### config.mk
export PLATFORM = sky130hd
export DESIGN_NAME = pwm_dac_output
export DESIGN_NICKNAME = d
export VERILOG_FILES = /design/src/verilog/pwm_dac_pkg.sv /design/src/verilog/pwm_dac_output.sv
export SDC_FILE = /design/constraint.sdc
export NUM_CORES = 1
export LEC_CHECK = 0
export BUFFER_PORTS_ARGS = -buffer_cell sky130_fd_sc_hd__buf_2
export CAP_MARGIN = 20
export CORE_ASPECT_RATIO = 1.5
export CORE_MARGIN = 5
export CORE_UTILIZATION = 44
export CTS_BUF_LIST = sky130_fd_sc_hd__clkbuf_16
export DETAILED_ROUTE_END_ITERATION = 16
export GPL_ROUTABILITY_DRIVEN = 0
export MAX_ROUTING_LAYER = met4
export PLACE_DENSITY = 0.79
export SYNTH_ARGS = -nofsm -noshare
export SYNTH_HDL_FRONTEND = slang
export SYNTH_SLANG_ARGS = --single-unit
### constraint.sdc
create_clock -name aclk -period 1.56 [get_ports aclk]
set_input_delay 0.312 -clock aclk [delete_from_list [all_inputs] [get_ports aclk]]
set_output_delay 0.312 -clock aclk [all_outputs]
set_load 0.01 [all_outputs]
### src/verilog/pwm_dac_pkg.sv
/*
  package for the pwm d/a output channel: register offsets, field positions,
  reset values and the control field struct. assumes an axi4-lite master with 32-bit data.
*/
`default_nettype none
package pwm_dac_pkg;
  // register byte offsets
  localparam logic [3:0] CTRL_OFF   = 4'h0;
  localparam logic [3:0] DUTY_OFF   = 4'h4;
  localparam logic [3:0] STATUS_OFF = 4'h8;
  // control field positions
  localparam int RES_SEL_BIT   = 0;
  localparam int PHASE_BIT     = 1;
  localparam int OUT_EN_BIT    = 2;
  localparam int CYC_LEN_BIT   = 3;
  // reset values
  localparam logic [7:0]  CTRL_RST = 8'h00;
  localparam logic [7:0]  DUTY_RST = 8'h00;
  // pulse counts per conversion cycle
  localparam logic [8:0]  PULSES_LONG  = 9'h100;
  localparam logic [8:0]  PULSES_SHORT = 9'h040;
  // axi responses
  localparam logic [1:0]  RESP_OKAY   = 2'h0;
  localparam logic [1:0]  RESP_SLVERR = 2'h2;

  typedef struct packed {
    logic        chan_a_out_en;
    logic        phase_invert_sel;
    logic        resolution_sel;
    logic        cycle_length_sel;
  } ctrl_s;
endpackage
`default_nettype wire

### src/verilog/pwm_dac_output.sv
/*
  pwm d/a output channel with axi4-lite register slave.
  assumes a single 50 mhz clock and synchronous active-low reset; the pin
  drives an external low-pass filter, so the low time per conversion cycle sets the level.
*/
// Register access over AXI4-Lite and the address map were decided locally.
// Operation
// [RULE1] pin drives waveform only when enable set
// [RULE2] phase bit zero direct, one inverted
// [RULE3] resolution bit selects one or two clocks
// [RULE4] total low time equals duty value
// [RULE5] cycle select gives 256 or 64 pulses
// [RULE6] inverted phase: duty equals total high time
// [RULE7] control bits reset to zero
// [RULE8] disabled pin holds low, counter keeps running
`timescale 1ns/10ps
`default_nettype none
module pwm_dac_output (
  // clock and reset
  input  wire logic        aclk,
  input  wire logic        aresetn,
  // axi4-lite write address
  input  wire logic [3:0]  awaddr,
  input  wire logic        awvalid,
  output logic             awready,
  // axi4-lite write data
  input  wire logic [31:0] wdata,
  input  wire logic [3:0]  wstrb,
  input  wire logic        wvalid,
  output logic             wready,
  // axi4-lite write response
  output logic [1:0]       bresp,
  output logic             bvalid,
  input  wire logic        bready,
  // axi4-lite read address
  input  wire logic [3:0]  araddr,
  input  wire logic        arvalid,
  output logic             arready,
  // axi4-lite read data
  output logic [31:0]      rdata,
  output logic [1:0]       rresp,
  output logic             rvalid,
  input  wire logic        rready,
  // pwm pin
  output logic             chan_a_pin
);
  pwm_dac_pkg::ctrl_s ctrl_r;
  logic [7:0]  duty_data_reg_r;
  logic        aw_hold_r;
  logic [3:0]  aw_addr_r;
  logic        w_hold_r;
  logic [31:0] w_data_r;
  logic        w_strb0_r;
  logic        bvalid_r;
  logic [1:0]  bresp_r;
  logic        rvalid_r;
  logic [31:0] rdata_r;
  logic [1:0]  rresp_r;
  logic        tick_r;
  logic [7:0]  pos_r;
  logic        cyc_start_r;
  logic        pin_r;

  // write channel: address and data taken in either order, response after both
  wire aw_take  = awvalid && !aw_hold_r && !bvalid_r;
  wire w_take   = wvalid && !w_hold_r && !bvalid_r;
  wire wr_go    = aw_hold_r && w_hold_r && !bvalid_r;
  wire wr_ctrl  = wr_go && (aw_addr_r == pwm_dac_pkg::CTRL_OFF);
  wire wr_duty  = wr_go && (aw_addr_r == pwm_dac_pkg::DUTY_OFF);
  wire wr_known = wr_ctrl || wr_duty;
  assign awready = !aw_hold_r && !bvalid_r;
  assign wready  = !w_hold_r && !bvalid_r;
  assign bvalid  = bvalid_r;
  assign bresp   = bresp_r;

  wire [3:0] ctrl_bits = {ctrl_r.cycle_length_sel, ctrl_r.chan_a_out_en,
                          ctrl_r.phase_invert_sel, ctrl_r.resolution_sel};
  wire [31:0] rd_val =
    (araddr == pwm_dac_pkg::CTRL_OFF)   ? {28'h0000000, ctrl_bits} :
    (araddr == pwm_dac_pkg::DUTY_OFF)   ? {24'h000000, duty_data_reg_r} :
    (araddr == pwm_dac_pkg::STATUS_OFF) ? {23'h000000, pin_r, pos_r} : 32'h00000000;
  wire rd_known = (araddr == pwm_dac_pkg::CTRL_OFF) || (araddr == pwm_dac_pkg::DUTY_OFF)
                  || (araddr == pwm_dac_pkg::STATUS_OFF);
  assign arready = !rvalid_r;
  assign rvalid  = rvalid_r;
  assign rdata   = rdata_r;
  assign rresp   = rresp_r;

  always_ff @(posedge aclk) begin
    if (!aresetn) begin
      aw_hold_r <= 1'b0;
      aw_addr_r <= 4'h0;
      w_hold_r  <= 1'b0;
      w_data_r  <= 32'h00000000;
      w_strb0_r <= 1'b0;
      bvalid_r  <= 1'b0;
      bresp_r   <= pwm_dac_pkg::RESP_OKAY;
    end else begin
      if (aw_take) begin
        aw_hold_r <= 1'b1;
        aw_addr_r <= {awaddr[3:2], 2'b00};
      end
      if (w_take) begin
        w_hold_r  <= 1'b1;
        w_data_r  <= wdata;
        w_strb0_r <= wstrb[0];
      end
      if (wr_go) begin
        aw_hold_r <= 1'b0;
        w_hold_r  <= 1'b0;
        bvalid_r  <= 1'b1;
        bresp_r   <= wr_known ? pwm_dac_pkg::RESP_OKAY : pwm_dac_pkg::RESP_SLVERR;
      end else if (bvalid_r && bready) begin
        bvalid_r <= 1'b0;
      end
    end
  end

  // registers; only byte lane 0 carries data
  always_ff @(posedge aclk) begin
    if (!aresetn) begin
      ctrl_r          <= pwm_dac_pkg::ctrl_s'(pwm_dac_pkg::CTRL_RST[3:0]); // RULE7
      duty_data_reg_r <= pwm_dac_pkg::DUTY_RST;
    end else begin
      if (wr_ctrl && w_strb0_r) begin
        ctrl_r.resolution_sel   <= w_data_r[pwm_dac_pkg::RES_SEL_BIT];
        ctrl_r.phase_invert_sel <= w_data_r[pwm_dac_pkg::PHASE_BIT];
        ctrl_r.chan_a_out_en    <= w_data_r[pwm_dac_pkg::OUT_EN_BIT];
        ctrl_r.cycle_length_sel <= w_data_r[pwm_dac_pkg::CYC_LEN_BIT];
      end
      if (wr_duty && w_strb0_r) begin
        duty_data_reg_r <= w_data_r[7:0];
      end
    end
  end

  always_ff @(posedge aclk) begin
    if (!aresetn) begin
      rvalid_r <= 1'b0;
      rdata_r  <= 32'h00000000;
      rresp_r  <= pwm_dac_pkg::RESP_OKAY;
    end else if (arvalid && !rvalid_r) begin
      rvalid_r <= 1'b1;
      rdata_r  <= rd_val;
      rresp_r  <= rd_known ? pwm_dac_pkg::RESP_OKAY : pwm_dac_pkg::RESP_SLVERR;
    end else if (rvalid_r && rready) begin
      rvalid_r <= 1'b0;
    end
  end

  // resolution prescaler: every clock, or every second clock
  wire step = !ctrl_r.resolution_sel || tick_r; // RULE3
  // one unit per step; a cycle spans 256 or 64 units, low time = duty units in direct phase, high time when inverted
  wire [7:0] last_pos = ctrl_r.cycle_length_sel ? pwm_dac_pkg::PULSES_SHORT[7:0] - 8'h01
                                                : pwm_dac_pkg::PULSES_LONG[7:0] - 8'h01; // RULE5
  wire wrap = step && (pos_r >= last_pos);
  // short cycle saturates: values above 63 give a full-low cycle in direct phase, full-high when inverted
  wire raw_low = ({1'b0, pos_r} < {1'b0, duty_data_reg_r}); // RULE4
  wire shaped  = ctrl_r.phase_invert_sel ? raw_low : !raw_low; // RULE2 RULE6
  wire pin_nxt = ctrl_r.chan_a_out_en ? shaped : 1'b0; // RULE1 RULE8

  always_ff @(posedge aclk) begin
    if (!aresetn) begin
      tick_r      <= 1'b0;
      pos_r       <= 8'h00;
      cyc_start_r <= 1'b0;
      pin_r       <= 1'b0;
    end else begin
      tick_r      <= ctrl_r.resolution_sel ? !tick_r : 1'b0;
      pos_r       <= wrap ? 8'h00 : (step ? pos_r + 8'h01 : pos_r); // RULE8
      cyc_start_r <= wrap;
      pin_r       <= pin_nxt;
    end
  end
  assign chan_a_pin = pin_r;
endmodule
`default_nettype wire

## After elaboration in Yosys (flattened, before gate mapping)

Index checks and enable logic that the tools add are counted.

- Bits in latches: 0
- Memory bits (writable): 0
- Output and inout bits: 42
- Memories kept: 0
- Memory bits (read-only): 0
- Bits in registers: 73

- Shifts and indexed selects: 0
- Add/sub/neg operators: 1
- Reductions and logical operators: 35
- Equal/unequal tests: 3
- Bitwise gates (word level): 1
- Muxes and demuxes: 11
- Multiply operators: 0
- Order comparisons: 2
- Div/mod/pow operators: 0

Operator list:

| cell | count |
|---|---|
| 2-to-1 mux 9 bit | 3 |
| logical AND 1 bit | 16 |
| adder 8 x 1 -> 8 bit (second input constant) | 1 |
| greater-or-equal comparator 8 bit | 1 |
| zero test 4 bit | 2 |
| < comparator 8 bit | 1 |
| 2-to-1 mux 8 bit | 1 |
| zero test 1 bit | 7 |
| 2-to-1 mux 1 bit | 5 |
| equality test 4 x 3 -> 1 bit (second input constant) | 1 |
| equality test 4 bit (second input constant) | 1 |
| logical OR 1 bit | 4 |
| 2-to-1 mux 2 bit | 2 |
| AND reduction 2 bit | 2 |
| nonzero test 2 bit | 2 |
| OR reduction 2 bit | 2 |
| equality test 2 x 1 -> 1 bit (second input constant) | 1 |
| NOT 1 bit | 1 |

## Depth between registers and ports, before layout

Gate-level depths: netlist (run 1).

- Word-level depth: 5
- Depth in mapped cells: 7
- Gate-level depth less buffers: 7

## Worst setup path before layout (run 1)

No wires, ideal clock.

- Kind: reg2reg
- From: register duty_data_reg_r[1]
- To: register pin_r, in the netlist chan_a_pin
- Period minus slack after synthesis: 1490 ps
- Required time: 1430 ps
- Buffers on the path: 0
- Path slack: 70 ps
- Arrival time: 1360 ps
- Cell stages (with the launch flop): 7
- Cell sequence: dfxtp_1 > inv_1 > ha_1 > a2111oi_0 > nor3_1 > o2111ai_1 > o211ai_1

- Longest elaborated chain between the ends: 3

RTL lines:

| what | line | text |
|---|---|---|
| start, declared | pwm_dac_output.sv:48 | `logic [7:0] duty_data_reg_r;` |
| start signal, assigned | pwm_dac_output.sv:123 | `duty_data_reg_r <= pwm_dac_pkg::DUTY_RST;` |
| start signal, assigned | pwm_dac_output.sv:132 | `duty_data_reg_r <= w_data_r[7:0];` |
| < comparator 8 bit * | pwm_dac_output.sv:158 | `wire raw_low = ({1'b0, pos_r} < {1'b0, duty_data_reg_r});` |
| zero test 1 bit | pwm_dac_output.sv:159 | `wire shaped = ctrl_r.phase_invert_sel ? raw_low : !raw_low;` |
| 2-to-1 mux 1 bit * | pwm_dac_output.sv:159 |  |
| end signal, assigned | pwm_dac_output.sv:172 | `pin_r <= pin_nxt;` |
| end, declared | pwm_dac_output.sv:62 | `logic pin_r;` |

Mark *: on every way between the ends. The rest lies on a longest branch, timed or not.
A chain may end at the register's enable or synchronous reset.

## Final worst setup path (run 1)

- From: register bvalid_r, in the netlist bvalid
- To: register duty_data_reg_r[5]

- Longest elaborated chain between the ends: 4

RTL lines:

| what | line | text |
|---|---|---|
| start, declared | pwm_dac_output.sv:54 | `logic bvalid_r;` |
| start signal, assigned | pwm_dac_output.sv:96 | `bvalid_r <= 1'b0;` |
| start signal, assigned | pwm_dac_output.sv:111 | `bvalid_r <= 1'b1;` |
| start signal, assigned | pwm_dac_output.sv:114 | `bvalid_r <= 1'b0;` |
| zero test 1 bit | pwm_dac_output.sv:67 | `wire wr_go = aw_hold_r && w_hold_r && !bvalid_r;` |
| logical AND 1 bit | pwm_dac_output.sv:67 |  |
| logical AND 1 bit | pwm_dac_output.sv:69 | `wire wr_duty = wr_go && (aw_addr_r == pwm_dac_pkg::DUTY_OFF);` |
| logical AND 1 bit | pwm_dac_output.sv:131 | `if (wr_duty && w_strb0_r) begin` |

No other way between the ends.

==> results.yml, run 1 <==
critical_path:
  path_class: "reg -> reg"
  critPathRequiredTime_ns: 1.73
  cpPeakStageDelay_ns: 0.32
  rr_endpoint: "duty_data_reg_r[5]"
  r2r_start: "bvalid"
  r2r_slack_ns: 0.03
  ff2ff_path_depth: 6
  critical_path_arrival_ns: 1.69
  cpLargestDelayFamily: "simple AND/OR/NAND/NOR gates"
  end_kind: "register"
  cp_cell_sequence: "nand2b_4 > or2_4 > nor4b_4 > buf_4 > mux2i_1 > nor2_1"
  cp-start-kind: "register"
  slowest_stage: "dfxtp_2"
  cp_max_fo: 4
  crit_buf_inv: 1
sta:
  slew-limit-headroom_pct: 58.4
  setup_viol: 0
  hold_viol: 0
  tns_ns: 0
  finalCritPeriodShare_pct: 97.8
  worstMarginPinSlew_ns: 0.620
  rsz0062_at_grt: "yes"
  final.setup_skew_ns: 0.00270
  period_needed_ns: 1.53
  layout_setup_ws_ns: 0.0343
  fmax_mhz: 655
  holdWs_ns: 0.203
  drv_slew: 0
floorplan:
  dieArea_mm2: 0.00695
  ios: 93
  rows: 32
  placeableCoreArea_mm2: 0.00516
  start_util_pct: 45.6
  die_y_um: 99.6
  die_w_um: 69.7
power:
  irDropWorstVdd_v: 0.000656
  p_sw_uw: 621
  clkPwrFrac_pct: 42.4
  power_leakage_nw: 1.19
  p_comb_share_pct: 10.4
  p_int_mw: 2.13
  power.density_mw_per_mm2: 974
  sw_frac_of_total_pct: 22.6
  power.total_mw: 2.75
  power.share.sequential_pct: 47.2
hold_path:
  hp-start: "rready"
  hp-class: "in -> reg"
  holdPathStages: 2
  min_to: "rvalid"
synthesis:
  syn-mean-instance-area_um2: 8.82
  synth.distinct_cells: 41
  ys_ff_latch: 48
  ys_seq_area_share_pct: 40.8
  syn-instance-count: 267
  yosysWarnings: 0
  synthesis.area_mm2: 0.00236
grt:
  grt-ovfl-total: 0
  grt_pass1_wl_um: 7720
  grt_max_degree: 30
  grt_pass1_vias: 1771
  grt_antenna_before_repair: 0
  track_usage_pct: 14.1
finish:
  finish.utilization_pct: 54.6
  diodes: 0
  area_delta_synth_final_pct: 19.8
  fin_cells: 387
  post_route_cells_drive_above_1_share_pct: 22.9
  final_area_mm2: 0.00282
  fillers: 468
  most-common-layout-cells: "dfxtp_1 (45), buf_2 (38), nor2_1 (35), nand2_1 (30), conb_1 (25)"
  nNetsFinal: 379
  final_common_cell: "dfxtp_1"
clock_network:
  clockBufferDepth: 2
  cts.sinks: 48
  cts_htree_levels: 2
  insertion_delay_ns: 0.29
  hold_buffers: 0
  clockRootBuffer: "clkbuf_16"
  path_clk_slew_ns: 0.06
  numCtsBuffers: 5
  cts_tree: "built"
run_status:
  status: "completed"
routing:
  viasPerCell: 4.90
  drt-total-wl_um: 4930
  route.detailed.drc: 0
  drt_pass1_iterations: 4
  ant_nets: 0
  drt_iter0_drc: 101
  vias: 1897
  wl_per_cell_um: 12.7
placed_design:
  placed_cell_area_mm2: 0.00259
  place_ws_ns: -0.0562
  dp_hpwl_um: 3650
  portBuffers: 38
  dpl.cell_count: 376
run:
  cap_violations: 0
[layout make-up]
type	instances	area (µm²)	share of cell area (%)
clock inverters	3	37.5	1.33
repair buffers	55	318	11.3
multi-input cells	195	1240	44.0
clock buffers	5	125	4.43
inverters	13	48.8	1.73
well taps	68	85.1	3.02
flip-flops and latches	48	965	34.2
[registers in the layout (all words and copies together) (netlist names)]
name / count
ctrl_bits: 4
pos_r: 8
w_strb0_r: 1
aw_addr_r: 2
w_hold_r: 1
bresp: 1
rresp: 1
tick_r: 1
rdata: 9
duty_data_reg_r: 8
w_data_r: 8
rvalid: 1
aw_hold_r: 1
bvalid: 1
chan_a_pin: 1
[cells by family (layout without fill, tap and decap cells)]
group,count (synthesis),count (layout),synth area share (%)
AOI/OAI and AO/OA,46,46,12.5
xor gates and xnor gates,5,5,1.86
adders and majority gates,10,10,5.31
buffers and inverters,48,76,12.0
DFF,48,48,40.8
muxes,20,20,8.50
other,1,25,0.159
and+or+nand+nor,89,89,18.9
[power groups by stage]
stage | clock (mW) | combinational [mW] | sequential, mW
6_report | 1.16 | 0.286 | 1.30
5_1_grt | 1.23 | 0.318 | 1.30
4_1_cts | 1.19 | 0.263 | 1.29
3_5_place_dp | 0 | 0.257 | 1.32
3_3_place_gp | 0 | 0.250 | 1.32
2_1_floorplan | 0 | 0.209 | 1.32
[layer usage]
layer / part of all wire [%] / vias up / track usage [%] / wire [µm]
met5: 0 / - / - / 0
met4: 2.3 / 0 / 6.34 / 114
met3: 6.4 / 11 / 3.94 / 317
met2: 51 / 55 / 24.6 / 2520
met1: 40 / 869 / 14.8 / 1980
li1: - / 962 / - / -
[worst max path at each step]
stage / start / to / slack (ns) / cells past startpoint
2_1_floorplan: duty_data_reg_r[1] / chan_a_pin / 0.07 / 6
3_3_place_gp: duty_data_reg_r[1] / chan_a_pin / -0.05 / 6
3_5_place_dp: duty_data_reg_r[1] / chan_a_pin / -0.06 / 6
4_1_cts: duty_data_reg_r[1] / chan_a_pin / 0.004 / 6
5_1_grt: bvalid / duty_data_reg_r[5] / -0.05 / 6
6_report: bvalid / duty_data_reg_r[5] / 0.03 / 6
[synthesized netlist by cell type, drive strengths merged]
cell type / n / area share (%)
dfxtp: 48 / 41
nor2: 35 / 5.6
nand2: 30 / 4.8
buf: 27 / 8.7
mux2i: 20 / 8.5
a21oi: 16 / 3.4
inv: 13 / 2.1
ha: 10 / 5.3
o21ai: 9 / 1.9
a22oi: 8 / 2.5
clkbuf: 8 / 1.3
a22o: 4 / 1.5
xor2: 4 / 1.5
and2: 3 / 0.80
nand2b: 3 / 1.1
nand4: 3 / 0.80
nor3: 3 / 0.85
and3: 2 / 0.53
nand4b: 2 / 0.74
nor2b: 2 / 0.53
or3: 2 / 0.53
a2111oi: 1 / 0.37
a211oi: 1 / 0.32
a21o: 1 / 0.32
a221oi: 1 / 0.37
a32oi: 1 / 0.37
a41oi: 1 / 0.37
conb: 1 / 0.16
nor4: 1 / 0.90
nor4b: 1 / 1.0
o2111ai: 1 / 0.37
o211ai: 1 / 0.32
o31a: 1 / 0.37
or2: 1 / 0.37
or2b: 1 / 0.32
xnor2: 1 / 0.37
[repair_timing]
action | in CTS | in global routing
endpoints found under the setup margin | 1 | 9
gates resized for setup | 2 | 7
buffers inserted | 0 | 3
gates cloned | 0 | 0
pin swaps | 1 | 2
(Power assumes the default switching activity.)
==> inputs of run 2 (changes only) <==
--- a/config.mk
+++ b/config.mk
@@ -15,6 +15,7 @@
 export GPL_ROUTABILITY_DRIVEN = 0
 export MAX_ROUTING_LAYER = met4
 export PLACE_DENSITY = 0.79
+export REMOVE_ABC_BUFFERS = 1
 export SYNTH_ARGS = -nofsm -noshare
 export SYNTH_HDL_FRONTEND = slang
 export SYNTH_SLANG_ARGS = --single-unit
==> run 2 against run 1 <==
Flip-flop and latch count unchanged. Clock skew up 0.0027 ns. Fmax up 0.65%. Via count up 0.79%. Sequential power about the same. Register-to-register slack about the same. First-iteration DRC count up 50%. Worst hold slack better by 0.0021 ns. Setup slack better by 0.0099 ns. Critical path depth down 1. Clock power down 13%. Critical endpoint is now chan_a_pin.
==> results.yml, run 2 (synthesis gave the netlist of run 1 again) <==
run_status:
  status: "completed"
clock_network:
  cts_tree: "built"
  hold_buffers: 0
  numCtsBuffers: 5
  path_clk_slew_ns: 0.06
  insertion_delay_ns: 0.29
  cts.sinks: 48
  clockBufferDepth: 2
  cts_htree_levels: 2
  clockRootBuffer: "clkbuf_16"
critical_path:
  r2r_slack_ns: 0.04
  cp_max_fo: 2
  crit_buf_inv: 0
  cpPeakStageDelay_ns: 0.38
  slowest_stage: "dfxtp_1"
  rr_endpoint: "chan_a_pin"
  path_class: "reg -> reg"
  critical_path_arrival_ns: 1.68
  cp-start-kind: "register"
  end_kind: "register"
  r2r_start: "pos_r[1]"
  cp_cell_sequence: "ha_4 > a2111oi_4 > nor3_2 > o2111ai_1 > o211ai_1"
  ff2ff_path_depth: 5
  cpLargestDelayFamily: "compound AO/OA/AOI/OAI gates"
  critPathRequiredTime_ns: 1.72
grt:
  grt_antenna_before_repair: 0
  grt_max_degree: 21
  track_usage_pct: 14.5
  grt_pass1_wl_um: 7890
  grt-ovfl-total: 0
  grt_pass1_vias: 1809
sta:
  final.setup_skew_ns: 0.00541
  finalCritPeriodShare_pct: 97.2
  layout_setup_ws_ns: 0.0442
  hold_viol: 0
  setup_viol: 0
  period_needed_ns: 1.52
  slew-limit-headroom_pct: 59.3
  worstMarginPinSlew_ns: 0.610
  rsz0062_at_grt: "yes"
  fmax_mhz: 660
  drv_slew: 0
hold_path:
  hp-class: "in -> reg"
  holdPathStages: 2
  min_to: "rvalid"
  hp-start: "rready"
routing:
  drt-total-wl_um: 4880
  ant_nets: 0
  route.detailed.drc: 0
  wl_per_cell_um: 12.7
  viasPerCell: 4.98
  vias: 1912
  drt_iter0_drc: 151
  drt_pass1_iterations: 4
floorplan:
  placeableCoreArea_mm2: 0.00516
  dieArea_mm2: 0.00695
  rows: 32
  die_y_um: 99.6
  start_util_pct: 45.6
  ios: 93
  die_w_um: 69.7
finish:
  nNetsFinal: 377
  post_route_cells_drive_above_1_share_pct: 22.5
  diodes: 0
  finish.utilization_pct: 53.9
  most-common-layout-cells: "dfxtp_1 (46), buf_2 (38), nor2_1 (35), nand2_1 (30), conb_1 (25)"
  fillers: 458
  largest_reg_flops: 9
  area_delta_synth_final_pct: 18.2
  final_common_cell: "dfxtp_1"
power:
  irDropWorstVdd_v: 0.000506
  power.density_mw_per_mm2: 930
  power_leakage_nw: 1.18
placed_design:
  dp_hpwl_um: 3740
  portBuffers: 38
  place_ws_ns: -0.0458
run:
  cap_violations: 0
## run 2: worst reg2reg max path: stages (launching register included)
cell and delay, ns:
dfxtp_1 0.38, ha_4 0.23, a2111oi_4 0.35, nor3_2 0.10, o2111ai_1 0.20, o211ai_1 0.12
## run 2: cell type report
class	count	area (µm²)	area share, %
Inverter	13	48.8	1.75
Sequential cell	48	963	34.6
Clock buffer	5	125	4.49
Tap cell	68	85.1	3.06
Clock inverter	2	12.5	0.449
Timing Repair Buffer	53	307	11.0
Multi-Input combinational cell	195	1240	44.6
## run 2: routing by layer
| layer | vias to the layer above | track usage, % | wire [µm] |
|---|---|---|---|
| li1 | 957 | - | - |
| met4 | 0 | 8.26 | 114 |
| met3 | 10 | 3.94 | 369 |
| met2 | 62 | 24.5 | 2470 |
| met1 | 883 | 15.1 | 1930 |
| met5 | - | - | 0 |
## run 2: worst max path at each step
stage / startpoint / to / slack (ns) / cells after the start
final: pos_r[1] / chan_a_pin / 0.04 / 5
after global routing: duty_data_reg_r[3] / chan_a_pin / -0.03 / 6
after CTS: duty_data_reg_r[1] / chan_a_pin / 0.005 / 6
after detailed placement: duty_data_reg_r[1] / chan_a_pin / -0.05 / 6
after global placement: duty_data_reg_r[1] / chan_a_pin / -0.03 / 6
after floorplan: bvalid / duty_data_reg_r[0] / -0.15 / 5
## run 2: stage by stage
step	setup TNS (ns)	power [mW]	area [µm²]	hold slack, ns	std cells
CTS	0	2.59	2730	0.200	383
finish	0	2.59	2780	0.205	384
detailed placement	-0.0458	1.58	2590	0.453	376
global route	-0.0871	2.70	2780	0.211	384
global placement	-0.0258	1.57	2590	0.444	376
floorplan	-1.19	1.48	2210	0.411	256
## run 2: repair_timing
item	CTS	global route
pin swaps	1	5
gates resized for setup	1	10
buffers inserted	0	1
setup endpoints to repair	1	8
## run 2: report_power, final
part | switching (mW) | internal [mW] | total, mW
Sequential | 0.0308 | 1.26 | 1.30
Clock | 0.430 | 0.581 | 1.01
Combinational | 0.166 | 0.115 | 0.282
==> inputs of run 3 (changes only) <==
==> constraint.sdc (replaced) <==
create_clock -name aclk -period 1.56 [get_ports aclk]
set_input_delay 0.312 -clock aclk [delete_from_list [all_inputs] [get_ports aclk]]
set_output_delay 0.312 -clock aclk [all_outputs]
set_load 0.1 [all_outputs]
==> run 3 against run 2 <==
Register-to-register slack got worse by 0.04 ns. Sequential power about the same. Clock power up 17%. Non-clock buffer count is the same. Clock skew fell by 0.0012 ns. Fmax decreased by 2.3%. Via count decreased by 0.99%. Critical endpoint unchanged. Largest power group unchanged.
==> results.yml, run 3 (synthesis gave the netlist of run 1 again) <==
critical_path:
  path_class: "reg -> reg"
  cp_max_fo: 3
  cp-start-kind: "register"
  critical_path_arrival_ns: 1.75
  r2r_start: "duty_data_reg_r[6]"
  cpPeakStageDelay_ns: 0.35
  cp_cell_sequence: "inv_1 > ha_1 > a21o_1 > a21oi_2 > nand4b_1 > o31a_1 > o211ai_1"
  crit_start: "duty_data_reg_r[6]"
  end_kind: "register"
  slowest_stage: "dfxtp_2"
  critPathRequiredTime_ns: 1.76
sta:
  slew-limit-headroom_pct: 57.5
  drv_slew: 0
  fmax_mhz: 645
  rsz0062_at_grt: "yes"
  final.setup_skew_ns: 0.00422
  setup_viol: 0
  hold_viol: 0
  holdWs_ns: 0.204
  period_needed_ns: 1.55
  finalCritPeriodShare_pct: 99.5
  tns_ns: 0
  layout_setup_ws_ns: 0.00842
  worstMarginPinSlew_ns: 0.636
finish:
  post_route_cells_drive_above_1_share_pct: 23.7
  multi_input_area_mm2: 0.00125
  nNetsFinal: 377
  fillers: 450
  final_area_mm2: 0.00285
  area_delta_synth_final_pct: 21.0
  most-common-layout-cells: "dfxtp_1 (44), buf_2 (36), nor2_1 (34), nand2_1 (30), conb_1 (25)"
  final_common_cell: "dfxtp_1"
  diodes: 0
  seq_area_um2: 966
  largest_reg_flops: 9
power:
  irDropWorstVdd_v: 0.000582
  power_leakage_nw: 1.21
  power.density_mw_per_mm2: 1090
routing:
  ant_nets: 0
  viasPerCell: 4.92
  drt_pass1_iterations: 4
  drt-total-wl_um: 4910
  route.detailed.drc: 0
  wl_per_cell_um: 12.7
  drt_iter0_drc: 100
  vias: 1893
hold_path:
  hp-class: "in -> reg"
  hp-start: "rready"
floorplan:
  die_w_um: 69.7
  start_util_pct: 45.6
  rows: 32
  placeableCoreArea_mm2: 0.00516
  die_y_um: 99.6
  ios: 93
  dieArea_mm2: 0.00695
grt:
  grt_max_degree: 18
  grt_antenna_before_repair: 0
  grt-ovfl-total: 0
  grt_pass1_wl_um: 7870
  track_usage_pct: 14.4
  grt_pass1_vias: 1774
placed_design:
  placed_cell_area_mm2: 0.00263
  dp_hpwl_um: 3650
  portBuffers: 38
  place_ws_ns: -0.154
clock_network:
  cts.sinks: 48
  clockRootBuffer: "clkbuf_16"
  path_clk_slew_ns: 0.06
  cts_htree_levels: 2
  cts_tree: "built"
  numCtsBuffers: 5
  post_cts_buffers: 0
  insertion_delay_ns: 0.29
  clockBufferDepth: 2
  hold_buffers: 0
run:
  cap_violations: 0
run_status:
  status: "completed"
run 3: cell types whose count changed in the layout (fill, tap and decap cells not counted), moves of 2 or more:
cell	previous run	this run
buf_12	0	2
buf_2	38	36
dfxtp_1	46	44
dfxtp_2	2	4
inv_1	12	14
run 3: path summary, 6_finish.rpt:
check	end	slack, ns	depth (start not counted)
worst min-delay path	rvalid	0.20	2
worst max-delay path	chan_a_pin	0.008	7
worst min register to register	w_data_r[4]	0.46	2
worst max register to register	chan_a_pin	0.008	7
run 3: through the flow:
step,utilization (%),total power [mW],instances
after floorplan,-,1.81,256
after global placement,50.9,1.92,377
after detailed placement,50.9,1.93,377
after CTS,54.8,3.12,385
after global routing,55.2,3.21,385
final,55.2,3.11,385
run 3: area by class of cell:
cell class	instances	area share, %
timing repair buffer	53	11.8
multi-input combinational	195	43.9
clock buffer	5	4.39
tap	68	2.98
inverter	13	1.71
sequential	48	33.9
clock inverter	3	1.36
run 3: layer usage:
layer | track usage [%] | vias to the layer above | wire [µm]
met5 | - | - | 0
met4 | 7.23 | 0 | 129
met3 | 3.44 | 13 | 401
met2 | 24.7 | 78 | 2450
met1 | 15.4 | 847 | 1930
li1 | - | 955 | -
run 3: power by group:
part / total [mW] / internal [mW] / switching (mW)
combinational: 0.636 / 0.134 / 0.502
clock: 1.18 / 0.746 / 0.430
sequential: 1.30 / 1.26 / 0.0306
run 3: worst max-delay path: cells and delay by family, from the launching register on:
kind,cells,cell delay (ns)
AO/OA/AOI/OAI,4,0.65
adder cells (fa/ha/maj),1,0.29
buffers and inverters,1,0.05
flip-flops,1,0.35
AND/OR/NAND/NOR,1,0.13
run 3: what timing repair did:
action,in CTS,in global routing
gates cloned,0,0
pin swaps,2,2
setup endpoints to repair,1,7
gates resized for setup,5,9
